**src/pkg/chg_defines.svh**
```systemverilog
// register map, field positions, defaults and timing figures of the charger control block
`ifndef CHG_DEFINES_SVH
`define CHG_DEFINES_SVH

`define CHG_ADDR_CTRL      8'h00
`define CHG_ADDR_LIMIT     8'h04
`define CHG_ADDR_CHARGE    8'h08
`define CHG_ADDR_SAFETY    8'h0c
`define CHG_ADDR_STATUS    8'h10

`define CHG_CTRL_KICK      0
`define CHG_CTRL_RESET     1
`define CHG_CTRL_HIZ       2
`define CHG_CTRL_CE        3
`define CHG_CTRL_TE        4
`define CHG_CTRL_DETEN     5

`define CHG_VREG_DEF_MV    13'h0e10
`define CHG_VREG_HV_MV     13'h1068
`define CHG_ICHG_DEF_MA    12'h03e8
`define CHG_WARM_DROP_MV   13'h008c

`define CHG_ILIM_100       2'h0
`define CHG_ILIM_500       2'h1
`define CHG_ILIM_1500      2'h2

`define CHG_PORT_SDP       2'h0
`define CHG_PORT_CDP       2'h1
`define CHG_PORT_DCP       2'h2

`define CHG_FAULT_NONE     3'h0
`define CHG_FAULT_SAFETY   3'h1

`define CHG_RESP_OKAY      2'h0
`define CHG_RESP_SLVERR    2'h2

`define CHG_CLK_NS         4
`define CHG_TICK_NS        1000000
`define CHG_PULSE_NS       128000
`define CHG_WDOG_MS        30000
`define CHG_CONN_MS        500
`define CHG_MS_PER_MIN     60000
`define CHG_SAFE_MIN0      2
`define CHG_SAFE_MIN1      360
`define CHG_SAFE_MIN2      540
`define CHG_SAFE_MIN3      720

`endif

```
**src/pkg/chg_pkg.sv**
```systemverilog
// types shared by the charger control block
package chg_pkg;

	typedef enum logic [3:0] {
		cs_idle  = 4'b0001,
		cs_run   = 4'b0010,
		cs_done  = 4'b0100,
		cs_fault = 4'b1000
	} chg_state_t;

	typedef enum logic [2:0] {
		ds_idle  = 3'b001,
		ds_conn  = 3'b010,
		ds_adapt = 3'b100
	} chg_det_state_t;

	typedef struct packed {
		logic hot;
		logic warm;
		logic cool;
		logic cold;
	} chg_zone_t;

	typedef struct packed {
		logic       seen;
		logic       done;
		logic [1:0] port;
	} chg_det_t;

	typedef struct packed {
		logic           aw_full;
		logic [7:0]     aw_addr;
		logic           w_full;
		logic [31:0]    w_data;
		logic [3:0]     w_strb;
		logic           bvalid;
		logic [1:0]     bresp;
		logic           rvalid;
		logic [31:0]    rdata;
		logic [1:0]     rresp;
		logic           host_mode;
		logic           kick;
		logic           hiz_req;
		logic           ce;
		logic           te;
		logic           det_en;
		logic [1:0]     ilim;
		logic           ilim_host;
		logic [12:0]    vreg;
		logic [11:0]    ichg;
		logic [1:0]     dur;
		logic           dbl;
		logic           low_charge_bit;
		logic [2:0]     fault;
		chg_state_t     cst;
		chg_det_state_t dst;
		logic [17:0]    presc;
		logic           tick;
		logic [26:0]    safe_cnt;
		logic [14:0]    wd_cnt;
		logic           wd_run;
		logic [9:0]     conn_cnt;
		logic [14:0]    pulse_cnt;
		logic           supply_q;
		logic           gate_n;
		logic           stat_n;
		logic           chg_on;
		logic [12:0]    vreg_eff;
		logic [11:0]    ichg_eff;
		logic           lines;
	} chg_st_t;

endpackage : chg_pkg

```
**src/hdl/chg_ctrl.sv**
```systemverilog
// charger mode, timer, watchdog and input-limit control with an AXI4-Lite register slave
//
// How it works
// - gate low: no supply, hi-z bit, disable pin
// - default on watchdog expiry or reset bit
// - default entry reloads every configuration register
// - running charge restarts safety timer at 2 minutes
// - defaults 3.6 V or 4.2 V, 1 A
// - terminated charge stays done on default entry
// - default mode good battery forces hi-z
// - host write: host mode, clears battery hi-z
// - detection only in default, or forced
// - connection detect, adapter detect on contact or after 500 ms
// - limit 100 mA, 1.5 A for charging ports
// - detection done clears enable, releases lines
// - host limit write overrides detection result
// - source pin high 100/500 mA, low 1.5 A
// - source pin ignored in host mode
// - safety timer starts with charge, expiry suspends
// - safety fault gives 128 us pulse, status
// - fault latched; duration change restarts timer
// - double timer halves rate in slow conditions
// - 30 s watchdog, host kicks, bit self-clears
// - hot or cold zone suspends charge, timers
// - cool halves current, warm drops 140 mV
//
// The AXI4-Lite register port and the address map were chosen for this implementation.
`timescale 1ns/1ps
`include "chg_defines.svh"

module chg_ctrl
	import chg_pkg::*;
#(
	parameter bit          DETECT_VARIANT = 1'b1,
	parameter bit          PSEL_500MA     = 1'b0,
	parameter bit          HIGH_VOLT      = 1'b0,
	parameter int unsigned TICK_CYCLES    = `CHG_TICK_NS / `CHG_CLK_NS,
	parameter int unsigned PULSE_CYCLES   = (`CHG_PULSE_NS + `CHG_CLK_NS - 1) / `CHG_CLK_NS
)(
	// clock and reset
	input  wire logic        mclk,
	input  wire logic        rst,
	// axi4-lite register slave
	input  wire logic [7:0]  s_axi_awaddr,
	input  wire logic        s_axi_awvalid,
	output logic             s_axi_awready,
	input  wire logic [31:0] s_axi_wdata,
	input  wire logic [3:0]  s_axi_wstrb,
	input  wire logic        s_axi_wvalid,
	output logic             s_axi_wready,
	output logic [1:0]       s_axi_bresp,
	output logic             s_axi_bvalid,
	input  wire logic        s_axi_bready,
	input  wire logic [7:0]  s_axi_araddr,
	input  wire logic        s_axi_arvalid,
	output logic             s_axi_arready,
	output logic [31:0]      s_axi_rdata,
	output logic [1:0]       s_axi_rresp,
	output logic             s_axi_rvalid,
	input  wire logic        s_axi_rready,
	// analog monitors and pins
	input  wire logic        supply_present,
	input  wire logic        chip_disable_pin,
	input  wire logic        bat_above_good,
	input  wire logic        source_select_pin,
	input  wire chg_zone_t   thermistor_sense_input,
	input  wire logic        aux_loop_active,
	input  wire logic        term_reached,
	input  wire logic        recharge_needed,
	input  wire chg_det_t    det_result,
	// control outputs
	output logic             discharge_gate_drive_n,
	output logic             stat_int_n,
	output logic             charge_on,
	output logic [12:0]      vreg_target_mv,
	output logic [11:0]      ichg_target_ma,
	output logic [1:0]       ilim_code,
	output logic             det_lines_attached,
	output logic             host_mode
);

	chg_st_t s;
	chg_st_t next_s;

	function automatic logic [31:0] chg_merge(input logic [31:0] old_w, input logic [31:0] new_w,
		input logic [3:0] strb);
		logic [31:0] r;
		r = old_w;
		for (int i = 0; i < 4; i++)
		begin
			if (strb[i])
				r[i*8 +: 8] = new_w[i*8 +: 8];
		end
		return r;
	endfunction : chg_merge

	function automatic logic [26:0] chg_safe_limit(input logic [1:0] dur);
		int unsigned m;
		unique case (dur)
			2'h0: m = `CHG_SAFE_MIN0;
			2'h1: m = `CHG_SAFE_MIN1;
			2'h2: m = `CHG_SAFE_MIN2;
			default: m = `CHG_SAFE_MIN3;
		endcase
		// counter advances by two per millisecond at full rate
		return 27'(m * `CHG_MS_PER_MIN * 2);
	endfunction : chg_safe_limit

	////////////////////////////////////////////////////////////////////////////////
	// handshakes and outputs

	assign s_axi_awready          = !s.aw_full;
	assign s_axi_wready           = !s.w_full;
	assign s_axi_bvalid           = s.bvalid;
	assign s_axi_bresp            = s.bresp;
	assign s_axi_arready          = !s.rvalid;
	assign s_axi_rvalid           = s.rvalid;
	assign s_axi_rdata            = s.rdata;
	assign s_axi_rresp            = s.rresp;
	assign discharge_gate_drive_n = s.gate_n;
	assign stat_int_n             = s.stat_n;
	assign charge_on              = s.chg_on;
	assign vreg_target_mv         = s.vreg_eff;
	assign ichg_target_ma         = s.ichg_eff;
	assign ilim_code              = s.ilim;
	assign det_lines_attached     = s.lines;
	assign host_mode              = s.host_mode;

	////////////////////////////////////////////////////////////////////////////////
	// next state

	always_comb
	begin
		logic        wr_go;
		logic [31:0] d;
		logic [31:0] ctrl_w;
		logic        reset_wr;
		logic        ce_tog;
		logic        hiz_tog;
		logic        wd_exp;
		logic        enter_def;
		logic        tsusp;
		logic        gb_hiz;
		logic        can_chg;
		logic        half;
		logic        pulse_go;
		logic [2:0]  sfield;
		wr_go     = 1'b0;
		d         = '0;
		ctrl_w    = '0;
		reset_wr  = 1'b0;
		ce_tog    = 1'b0;
		hiz_tog   = 1'b0;
		wd_exp    = 1'b0;
		enter_def = 1'b0;
		pulse_go  = 1'b0;
		sfield    = 3'h0;
		next_s    = s;
		next_s.tick = 1'b0;
		tsusp  = thermistor_sense_input.hot | thermistor_sense_input.cold;
		gb_hiz = !s.host_mode && bat_above_good;
		half   = s.dbl && (aux_loop_active || thermistor_sense_input.warm ||
			thermistor_sense_input.cool || s.low_charge_bit);

		// millisecond enable for every slow timer
		if (s.presc == 18'(TICK_CYCLES - 1))
		begin
			next_s.presc = '0;
			next_s.tick  = 1'b1;
		end
		else
			next_s.presc = s.presc + 18'h0001;

		// write channel: address and data taken in either order
		if (s_axi_awvalid && !s.aw_full)
		begin
			next_s.aw_full = 1'b1;
			next_s.aw_addr = s_axi_awaddr;
		end
		if (s_axi_wvalid && !s.w_full)
		begin
			next_s.w_full = 1'b1;
			next_s.w_data = s_axi_wdata;
			next_s.w_strb = s_axi_wstrb;
		end
		if (s.bvalid && s_axi_bready)
			next_s.bvalid = 1'b0;

		ctrl_w[`CHG_CTRL_KICK]  = s.kick;
		ctrl_w[`CHG_CTRL_HIZ]   = s.hiz_req;
		ctrl_w[`CHG_CTRL_CE]    = s.ce;
		ctrl_w[`CHG_CTRL_TE]    = s.te;
		ctrl_w[`CHG_CTRL_DETEN] = s.det_en;

		wr_go = s.aw_full && s.w_full && !s.bvalid;
		if (wr_go)
		begin
			next_s.aw_full = 1'b0;
			next_s.w_full  = 1'b0;
			next_s.bvalid  = 1'b1;
			next_s.bresp   = `CHG_RESP_OKAY;
			unique case (s.aw_addr)
				`CHG_ADDR_CTRL:
				begin
					d = chg_merge(ctrl_w, s.w_data, s.w_strb);
					next_s.kick    = d[`CHG_CTRL_KICK];
					next_s.hiz_req = d[`CHG_CTRL_HIZ];
					next_s.ce      = d[`CHG_CTRL_CE];
					next_s.te      = d[`CHG_CTRL_TE];
					next_s.det_en  = d[`CHG_CTRL_DETEN];
					reset_wr       = d[`CHG_CTRL_RESET];
					ce_tog         = d[`CHG_CTRL_CE] != s.ce;
					hiz_tog        = d[`CHG_CTRL_HIZ] != s.hiz_req;
				end
				`CHG_ADDR_LIMIT:
				begin
					d = chg_merge({30'h0000_0000, s.ilim}, s.w_data, s.w_strb);
					next_s.ilim      = d[1:0];
					next_s.ilim_host = 1'b1;
				end
				`CHG_ADDR_CHARGE:
				begin
					d = chg_merge({4'h0, s.ichg, 3'h0, s.vreg}, s.w_data, s.w_strb);
					next_s.vreg = d[12:0];
					next_s.ichg = d[27:16];
				end
				`CHG_ADDR_SAFETY:
				begin
					d = chg_merge({28'h000_0000, s.low_charge_bit, s.dbl, s.dur}, s.w_data, s.w_strb);
					next_s.dur     = d[1:0];
					next_s.dbl     = d[2];
					next_s.low_charge_bit = d[3];
					if (s.cst == cs_run && d[1:0] != s.dur)
						next_s.safe_cnt = '0;
				end
				`CHG_ADDR_STATUS: ;
				default: next_s.bresp = `CHG_RESP_SLVERR;
			endcase
			// any completed write hands control to the host, except one that sets the reset bit
			next_s.host_mode = 1'b1;
			if (!s.wd_run)
			begin
				next_s.wd_run = 1'b1;
				next_s.wd_cnt = '0;
			end
		end

		// read channel
		if (s.rvalid && s_axi_rready)
			next_s.rvalid = 1'b0;
		else if (s_axi_arvalid && !s.rvalid)
		begin
			unique case (s.cst)
				cs_idle:  sfield = 3'h0;
				cs_run:   sfield = 3'h1;
				cs_done:  sfield = 3'h2;
				cs_fault: sfield = 3'h3;
			endcase
			next_s.rvalid = 1'b1;
			next_s.rresp  = `CHG_RESP_OKAY;
			unique case (s_axi_araddr)
				`CHG_ADDR_CTRL:   next_s.rdata = ctrl_w;
				`CHG_ADDR_LIMIT:  next_s.rdata = {30'h0000_0000, s.ilim};
				`CHG_ADDR_CHARGE: next_s.rdata = {4'h0, s.ichg, 3'h0, s.vreg};
				`CHG_ADDR_SAFETY: next_s.rdata = {28'h000_0000, s.low_charge_bit, s.dbl, s.dur};
				`CHG_ADDR_STATUS: next_s.rdata = {18'h0_0000, s.lines, s.wd_run, s.ilim,
					gb_hiz, s.host_mode, 1'b0, s.fault, 1'b0, sfield};
				default:
				begin
					next_s.rdata = '0;
					next_s.rresp = `CHG_RESP_SLVERR;
				end
			endcase
		end

		// watchdog: kick restarts the count, then the bit reads back as zero
		if (s.kick)
		begin
			next_s.kick   = 1'b0;
			next_s.wd_cnt = '0;
		end
		else if (s.wd_run && s.tick && !tsusp)
		begin
			if (s.wd_cnt == 15'(`CHG_WDOG_MS - 1))
				wd_exp = 1'b1;
			else
				next_s.wd_cnt = s.wd_cnt + 15'h0001;
		end

		// charge sequencing
		can_chg = supply_present && next_s.ce && !(next_s.hiz_req || gb_hiz || chip_disable_pin)
			&& !(wr_go && (ce_tog || hiz_tog));
		unique case (s.cst)
			cs_idle:
			begin
				if (can_chg)
				begin
					next_s.cst      = cs_run;
					next_s.safe_cnt = '0;
				end
			end
			cs_run:
			begin
				if (!can_chg)
					next_s.cst = cs_idle;
				else if (s.safe_cnt >= chg_safe_limit(s.dur))
				begin
					next_s.cst   = cs_fault;
					next_s.fault = `CHG_FAULT_SAFETY;
					pulse_go     = 1'b1;
				end
				else if (term_reached && s.te)
					next_s.cst = cs_done;
				else if (s.tick && !tsusp)
					next_s.safe_cnt = s.safe_cnt + (half ? 27'h000_0001 : 27'h000_0002);
			end
			cs_done:
			begin
				if (!can_chg)
					next_s.cst = cs_idle;
				else if (recharge_needed)
				begin
					next_s.cst      = cs_run;
					next_s.safe_cnt = '0;
				end
			end
			cs_fault:
			begin
				// stays latched until enable, hi-z or input power is cycled
				if (ce_tog || hiz_tog || (s.supply_q && !supply_present))
				begin
					next_s.cst   = cs_idle;
					next_s.fault = `CHG_FAULT_NONE;
				end
			end
		endcase

		// default mode entry
		enter_def = wd_exp || reset_wr;
		if (enter_def)
		begin
			next_s.host_mode = 1'b0;
			next_s.wd_run    = 1'b0;
			next_s.kick      = 1'b0;
			next_s.hiz_req   = 1'b0;
			next_s.ce        = 1'b1;
			next_s.te        = 1'b1;
			next_s.det_en    = 1'b0;
			next_s.ilim      = `CHG_ILIM_100;
			next_s.ilim_host = 1'b0;
			next_s.vreg      = HIGH_VOLT ? `CHG_VREG_HV_MV : `CHG_VREG_DEF_MV;
			next_s.ichg      = `CHG_ICHG_DEF_MA;
			next_s.dur       = 2'h0;
			next_s.dbl       = 1'b0;
			next_s.low_charge_bit   = 1'b0;
			// done stays done: no new cycle from the mode change alone
			if (s.cst == cs_run)
				next_s.safe_cnt = '0;
		end

		// charger-type detection on the data lines
		next_s.supply_q = supply_present;
		if (!supply_present)
			next_s.dst = ds_idle;
		else
		begin
			unique case (s.dst)
				ds_idle:
				begin
					if (DETECT_VARIANT && ((supply_present && !s.supply_q && !s.host_mode) ||
						(s.det_en && s.host_mode)))
					begin
						next_s.dst      = ds_conn;
						next_s.conn_cnt = '0;
					end
				end
				ds_conn:
				begin
					if (det_result.seen || (s.tick && s.conn_cnt == 10'(`CHG_CONN_MS - 1)))
						next_s.dst = ds_adapt;
					else if (s.tick)
						next_s.conn_cnt = s.conn_cnt + 10'h001;
				end
				ds_adapt:
				begin
					if (det_result.done)
					begin
						next_s.dst    = ds_idle;
						next_s.det_en = 1'b0;
						if (!next_s.ilim_host)
							next_s.ilim = (det_result.port == `CHG_PORT_CDP ||
								det_result.port == `CHG_PORT_DCP) ?
								`CHG_ILIM_1500 : `CHG_ILIM_100;
					end
				end
			endcase
		end
		next_s.lines = next_s.dst != ds_idle;

		// source-select pin steers the limit only outside host mode
		if (!DETECT_VARIANT && !next_s.host_mode)
			next_s.ilim = source_select_pin ? (PSEL_500MA ? `CHG_ILIM_500 : `CHG_ILIM_100)
				: `CHG_ILIM_1500;

		// fault pulse on the status pin
		if (pulse_go)
			next_s.pulse_cnt = 15'(PULSE_CYCLES);
		else if (s.pulse_cnt != '0)
			next_s.pulse_cnt = s.pulse_cnt - 15'h0001;
		next_s.stat_n = next_s.pulse_cnt == '0;

		// registered drives
		next_s.gate_n   = !(!supply_present || next_s.hiz_req || chip_disable_pin);
		next_s.chg_on   = next_s.cst == cs_run && !tsusp;
		next_s.vreg_eff = thermistor_sense_input.warm ? next_s.vreg - `CHG_WARM_DROP_MV
			: next_s.vreg;
		next_s.ichg_eff = thermistor_sense_input.cool ? {1'b0, next_s.ichg[11:1]}
			: next_s.ichg;
	end

	////////////////////////////////////////////////////////////////////////////////
	// state register

	always_ff @(posedge mclk)
	begin
		if (rst)
		begin
			s          <= '0;
			s.cst      <= cs_idle;
			s.dst      <= ds_idle;
			s.ce       <= 1'b1;
			s.te       <= 1'b1;
			s.ilim     <= `CHG_ILIM_100;
			s.vreg     <= HIGH_VOLT ? `CHG_VREG_HV_MV : `CHG_VREG_DEF_MV;
			s.ichg     <= `CHG_ICHG_DEF_MA;
			s.vreg_eff <= HIGH_VOLT ? `CHG_VREG_HV_MV : `CHG_VREG_DEF_MV;
			s.ichg_eff <= `CHG_ICHG_DEF_MA;
			s.gate_n   <= 1'b1;
			s.stat_n   <= 1'b1;
		end
		else
			s <= next_s;
	end

endmodule : chg_ctrl

```
**config.mk**
```make
export PLATFORM = sky130hd
export DESIGN_NAME = chg_ctrl
export DESIGN_NICKNAME = d
export VERILOG_FILES = /design/src/pkg/chg_pkg.sv /design/src/hdl/chg_ctrl.sv
export VERILOG_INCLUDE_DIRS = /design/src /design/src/pkg
export SDC_FILE = /design/constraint.sdc
export NUM_CORES = 1
export LEC_CHECK = 0
export ABC_CLOCK_PERIOD_IN_PS = 8400
export BUFFER_PORTS_ARGS = -buffer_cell sky130_fd_sc_hd__buf_4
export CORE_ASPECT_RATIO = 0.8
export CORE_MARGIN = 2
export CORE_UTILIZATION = 50
export CTS_BUF_LIST = sky130_fd_sc_hd__clkbuf_16
export CTS_CLUSTER_DIAMETER = 120
export CTS_CLUSTER_SIZE = 8
export DETAILED_ROUTE_END_ITERATION = 8
export PLACE_DENSITY = 0.82
export SLEW_MARGIN = 20
export SYNTH_ARGS = -nofsm -noshare
export SYNTH_HDL_FRONTEND = slang
export SYNTH_SLANG_ARGS = --single-unit
```
**constraint.sdc**
```tcl
create_clock -name mclk -period 8.4 [get_ports mclk]
set_input_delay 1.26 -clock mclk [delete_from_list [all_inputs] [get_ports mclk]]
set_output_delay 1.26 -clock mclk [all_outputs]
set_load 0.1 [all_outputs]
```
# Yosys cells after proc, flatten, opt, wreduce, memory -nomap -nowiden
# Index checks and enable logic that the tools add are counted.
[classes] addsub=6 mux=85 reduce_logical=71 bitwise=2 eq_ne=35 mul=1 order_cmp=1
[ops] op="27-bit two-way mux" count=11
[ops] op="28-bit case mux with 5 select lines" count=1
[ops] op="27-bit case mux with 3 select lines" count=1
[ops] op="36-bit two-way mux" count=2
[ops] op="32-bit two-way mux" count=2
[ops] op="15-bit two-way mux" count=4
[ops] op="4-bit two-way mux" count=12
[ops] op="43-bit two-way mux" count=1
[ops] op="3-bit two-way mux" count=11
[ops] op="8-bit by 4-bit == test with 1-bit output (second input constant)" count=4
[ops] op="32-bit by 11-bit multiplier with 21-bit output (second input constant)" count=1
[ops] op="10-bit two-way mux" count=3
[ops] op="10-bit case mux with 3 select lines" count=1
[ops] op="27-bit by 2-bit adder with 27-bit output" count=1
[ops] op="27-bit greater-or-equal comparator" count=1
[ops] op="25-bit two-way mux" count=1
[ops] op="1-bit logical AND" count=24
[ops] op="10-bit case mux with 2 select lines" count=1
[ops] op="18-bit by 1-bit adder with 18-bit output (second input constant)" count=1
[ops] op="18-bit == test (second input constant)" count=1
[ops] op="6-bit two-way mux" count=3
[ops] op="8-bit by 3-bit == test with 1-bit output (second input constant)" count=2
[ops] op="8-bit by 5-bit == test with 1-bit output (second input constant)" count=2
[ops] op="8-bit logical NOT" count=2
[ops] op="other kinds (47)" count=108
[totals] elab_cells=242 output_inout_bits=73 ff_bits=245 input_bits=74

# Logic depth before layout (Yosys ltp)
[depth] word_depth=19 mapped_depth=21 depth_no_buf=19

# Worst setup path before layout
# No wires, ideal clock.
[synth_timing] path_type="register to register" start="reg s[129] (netlist name)" end="reg s[74] (netlist name)" t_arrival_ns=4.187 setup_ns=0.114 stages_incl_launch_ff=22 path_slack_ns=4.099 path_buffers=2 required_time_ns=8.286 synth_period_minus_slack_ns=4.301 path_cell_list="dfxtp_1 inv_1 ha_1 ha_1 ha_1 nor3b_1 o21ai_0 nand2b_1 or3_1 a21oi_1 a31oi_1 xnor2_1 ha_1 nand4_1 nor3_1 a22o_1 nor4_4 a21oi_1 a21o_1 buf_2 buf_4 a21o_1"
[synth_via] elab_chain_len=15 elab_cells_between_ends=26 cone_classes="mul (1); order compare (1); eq/ne (3); mux (19); reduce/logical (2)"
[synth_lines] item="start, declared" line_no="chg_ctrl.sv:82" text="chg_st_t s;"
[synth_lines] item="start signal, assigned" line_no="chg_ctrl.sv:442" text="s <= next_s;"
[synth_lines] item="parallel branches: the longest is 12 deep, another holds 32-bit by 11-bit multiplier with 21-bit output"
[synth_lines] item="27-bit case mux with 3 select lines *" line_no="chg_ctrl.sv:293" text="unique case (s.cst)"
[synth_lines] item="27-bit two-way mux" line_no="chg_ctrl.sv:357" text="if (s.cst == cs_run)"
[synth_lines] item="27-bit two-way mux *" line_no="chg_ctrl.sv:340" text="if (enter_def)"
# Mark *: on every way between the ends. The select of a mux whose other input is x is not followed.
# A chain may end at the register's enable or synchronous reset.

# Final worst setup path
[layout_timing] start="reg s[129] (netlist name)" end="reg s[97] (netlist name)"
# Same word-level chain as after synthesis.

==> metrics.log <==
[metrics] count of buffers from port buffering: 130
[metrics] fin crit share: 60.1%
[metrics] cell type of the slowest stage on the worst timing path: nand3_1
[metrics] DR vias/cell: 5.82
[metrics] sequential group share of total power: 42.0%
[metrics] post-synth design cell area: 11500 um2
[metrics] pin count of the biggest net entering global routing: 62
[metrics] area leader, netlist: dfxtp_1
[metrics] yosys synthesis warning count: 0
[metrics] clock buffer count from CTS: 34
[metrics] most used standard cells in the synthesized netlist: 229 x dfxtp_1, 164 x nand2_1, 144 x nor2_1, 111 x a21oi_1, 64 x buf_4
[metrics] maximum frequency from static timing analysis: 198 MHz
[metrics] most frequently used cell type in the post-synthesis netlist: dfxtp_1
[metrics] number of max-capacitance violations reported: 0
[metrics] DRC violation count after routing: 0
[metrics] fraction of final layout cells with drive strength greater than 1: 14.8%
[metrics] final hold violation count: 0
[metrics] main flop type after synthesis: dfxtp_1
[metrics] proportion of netlist area held by the largest area contributor: 39.9%
[metrics] clock transition at the register clock pins on the worst setup and hold paths after CTS: 0.05 ns
[metrics] routability cong.: 0.927
[metrics] Clock Sink Count: 229
[metrics] Mapped Avg Cell Area: 8.31 um2
[metrics] sequential element share of the synthesized area: 39.9%
[metrics] final sum of negative setup slack: 0 ns
[metrics] data arrival at the endpoint of the critical path: 5.50 ns
[metrics] number of buffer and inverter stages on the critical path: 1
[metrics] total grt overflow: 0
[metrics] Period minus WS final: 5.04 ns
[metrics] initial standard-cell utilization of the core: 51.1%
[metrics] proportion of register bits with asynchronous set or reset after synthesis: 0%
[metrics] buffer levels on the longest clock path: 3
[metrics] wire length of the first global-routing pass: 48.5 mm
[metrics] TritonCTS clock tree: done
[metrics] combined global-route utilization of all metal layers: 24.2%
[metrics] part of the power in the clock network: 41.5%
[metrics] leading cell types by total area after synthesis: dfxtp_1 40%, nand2_1 5.4%, a21oi_1 4.8%, nor2_1 4.7%, ha_1 4.4%
[metrics] Worst EP required: 8.86 ns
[metrics] first-pass iteration count of the detailed router: 5
[metrics] CP top delay family: simple AND/OR/NAND/NOR gates
[metrics] hold buffer count at cts: 0
[metrics] HPWL after detailed placement: 21.1 mm
[metrics] cells traversed along the worst timing path: inv_1 > ha_1 > ha_1 > ha_1 > nor3b_1 > o21ai_0 > nand2b_1 > or3_1 > a21oi_1 > a31oi_1 > xnor2_1 > ha_1 > nand4_1 > nor4_1 > a22o_1 > nor4_4 > nand3_1 > nor3_1 > a211o_1
[metrics] worst slack on hold paths: 0.447 ns
[metrics] distinct cell type count after synthesis: 80
[metrics] highest fanout seen on the critical path: 15
[metrics] Placeable Area: 22500 um2
[metrics] Die Outline Area: 24200 um2
[metrics] worst-margin pin slew: 1.16 ns
[metrics] skew final: 0.0211 ns
[metrics] total number of H-tree levels: 2
[metrics] combinational power share: 16.6%
[metrics] Setup Viol. Count Final: 0
[metrics] leakage power summed over all cells: 5.30 nW
[metrics] setup slack on the worst flop-to-flop path: 3.36 ns
[metrics] placement row count: 49
[metrics] crit end category: flip-flop
[metrics] final antenna-violating net count: 0
[metrics] die extent in y: 140 um
[metrics] Cell Int Power: 0.00204 W
[metrics] post-DR wirelength/cell: 17.1 um
[metrics] Iter 0 DRT Violations: 1129
[metrics] Pwr per Cell Area: 217 nW/um2
[metrics] antenna violations before repair: 0
[metrics] final max-slew violation count: 0
[metrics] count of state elements after synthesis: 229
[metrics] worst slew margin relative to its limit: 22.5%
[metrics] path type of the worst min-delay path: reg -> reg
[metrics] number of antenna diodes: 0
[metrics] vias in the first global route: 9685
[metrics] number of setup buffers added after CTS: 0
[metrics] overall routed net length: 29.9 mm
[metrics] highest cell delay on the worst timing path: 0.59 ns
[metrics] Net Sw Power: 0.000816 W
[metrics] width of the die: 174 um
[metrics] net count reported at finish: 1556
[metrics] type of element launching the critical path: flip-flop
[metrics] post-CTS resize count: 0
[metrics] P&R area growth vs syn: 14.2%
[metrics] Clock Latency Late Sink: 0.51 ns
[metrics] layout filler cell count: 1947
[metrics] Syn Inst Count: 1384
[metrics] unrepaired setup endpoints after global routing: no
[metrics] cell repeated most along the worst path: ha_1
[metrics] startpoint-to-endpoint class of the critical path: reg -> reg
[metrics] number of synthesized flops with an enable pin: 0
[metrics] result of the run: finished clean
[metrics] largest voltage drop on the vdd net: 0.000160 V
[metrics] switching power as a share of total power: 28.6%
[metrics] via count: 10176
[metrics] clk root buf: clkbuf_16
[metrics] count of pins on the block boundary: 147
-- power by group through the flow --
stage / Clock [W] / Sequential [W] / Combinational, W
after global routing: 0.00125 / 0.00121 / 0.000522
after floorplan: 0 / 0.00122 / 0.000360
final: 0.00118 / 0.00120 / 0.000474
after detailed placement: 0 / 0.00122 / 0.000467
after global placement: 0 / 0.00121 / 0.000457
after CTS: 0.00120 / 0.00120 / 0.000471
-- final timing paths --
check                          startpoint                           end  cells after the start
max reg2reg           s[129]$_SDFFE_PP0P_              s[97]$_SDFF_PP0_                     19
max                   s[129]$_SDFFE_PP0P_              s[97]$_SDFF_PP0_                     19
min          s_axi_rdata[22]$_SDFFE_PP0P_  s_axi_rdata[22]$_SDFFE_PP0P_                      2
min reg2reg  s_axi_rdata[22]$_SDFFE_PP0P_  s_axi_rdata[22]$_SDFFE_PP0P_                      2
-- area by class of cell --
type	count	area, um2	area share [%]
Multi-Input combinational cell	1006	6120	46.6
Sequential cell	229	4580	34.9
Timing Repair Buffer	138	1040	7.89
Clock buffer	34	851	6.48
Tap cell	306	383	2.91
Inverter	32	120	0.914
Clock inverter	4	38.8	0.295
-- registers in the layout, indices dropped and copies added (netlist names) --
register and cells:
ichg_target_ma 12, s_axi_rvalid 1, stat_int_n 1, s_axi_bvalid 1
s_axi_rdata 26, s_axi_bresp 1, charge_on 1, s 169
ilim_code 2, host_mode 1, vreg_target_mv 11, s_axi_rresp 1
det_lines_attached 1, discharge_gate_drive_n 1
-- worst register-to-register path, delay by kind of cell, from the launching register on --
family	cells	cell delay [ns]
AND/OR/NAND/NOR	8	2.23
adder cells (fa/ha/maj)	4	1.20
AO/OA/AOI/OAI	5	0.78
flip-flops	1	0.49
buffers and inverters	1	0.16
XOR/XNOR	1	0.14
-- stage by stage --
step           power (W)  cells  cell area (um2)  utilization (%)  setup WS [ns]
2_1_floorplan    0.00158   1392            11500                -           4.10
3_3_place_gp     0.00167   1711            12200             54.4           3.55
5_1_grt          0.00297   1749            13100             58.4           3.03
4_1_cts          0.00287   1749            13100             58.4           3.40
3_5_place_dp     0.00168   1711            12200             54.4           3.43
6_report         0.00286   1749            13100             58.4           3.36
-- layout by cell type, fill, tap and decap left out, drive strengths merged, types with 13 or more instances in the layout --
cell,n
a21o,18
a21oi,111
a22oi,16
and3,21
buf,138
clkbuf,34
dfxtp,229
ha,40
inv,34
mux2i,38
nand2,165
nand2b,27
nand3,61
nand4,25
nor2,145
nor2b,13
nor3,46
nor4,14
o21ai,30
or2,16
or3,17
xnor2,41
xor2,14
-- kinds of logic after synthesis --
logic type / share of synthesized area (%)
muxes: 4.06
buffers and inverters: 7.27
DFF: 39.9
AOI/OAI and AO/OA: 14.1
adders and majority gates: 4.53
and+or+nand+nor: 26.0
other: 0.0326
xor gates and xnor gates: 4.19
-- metal layers --
metal	up-vias	global-route usage, %	wire [um]
met5	-	0	0
met4	0	8.79	867
met3	65	5.68	3000
met2	450	37.9	13100
met1	4758	32.6	13000
li1	4903	-	-
(Power assumes the default switching activity.)
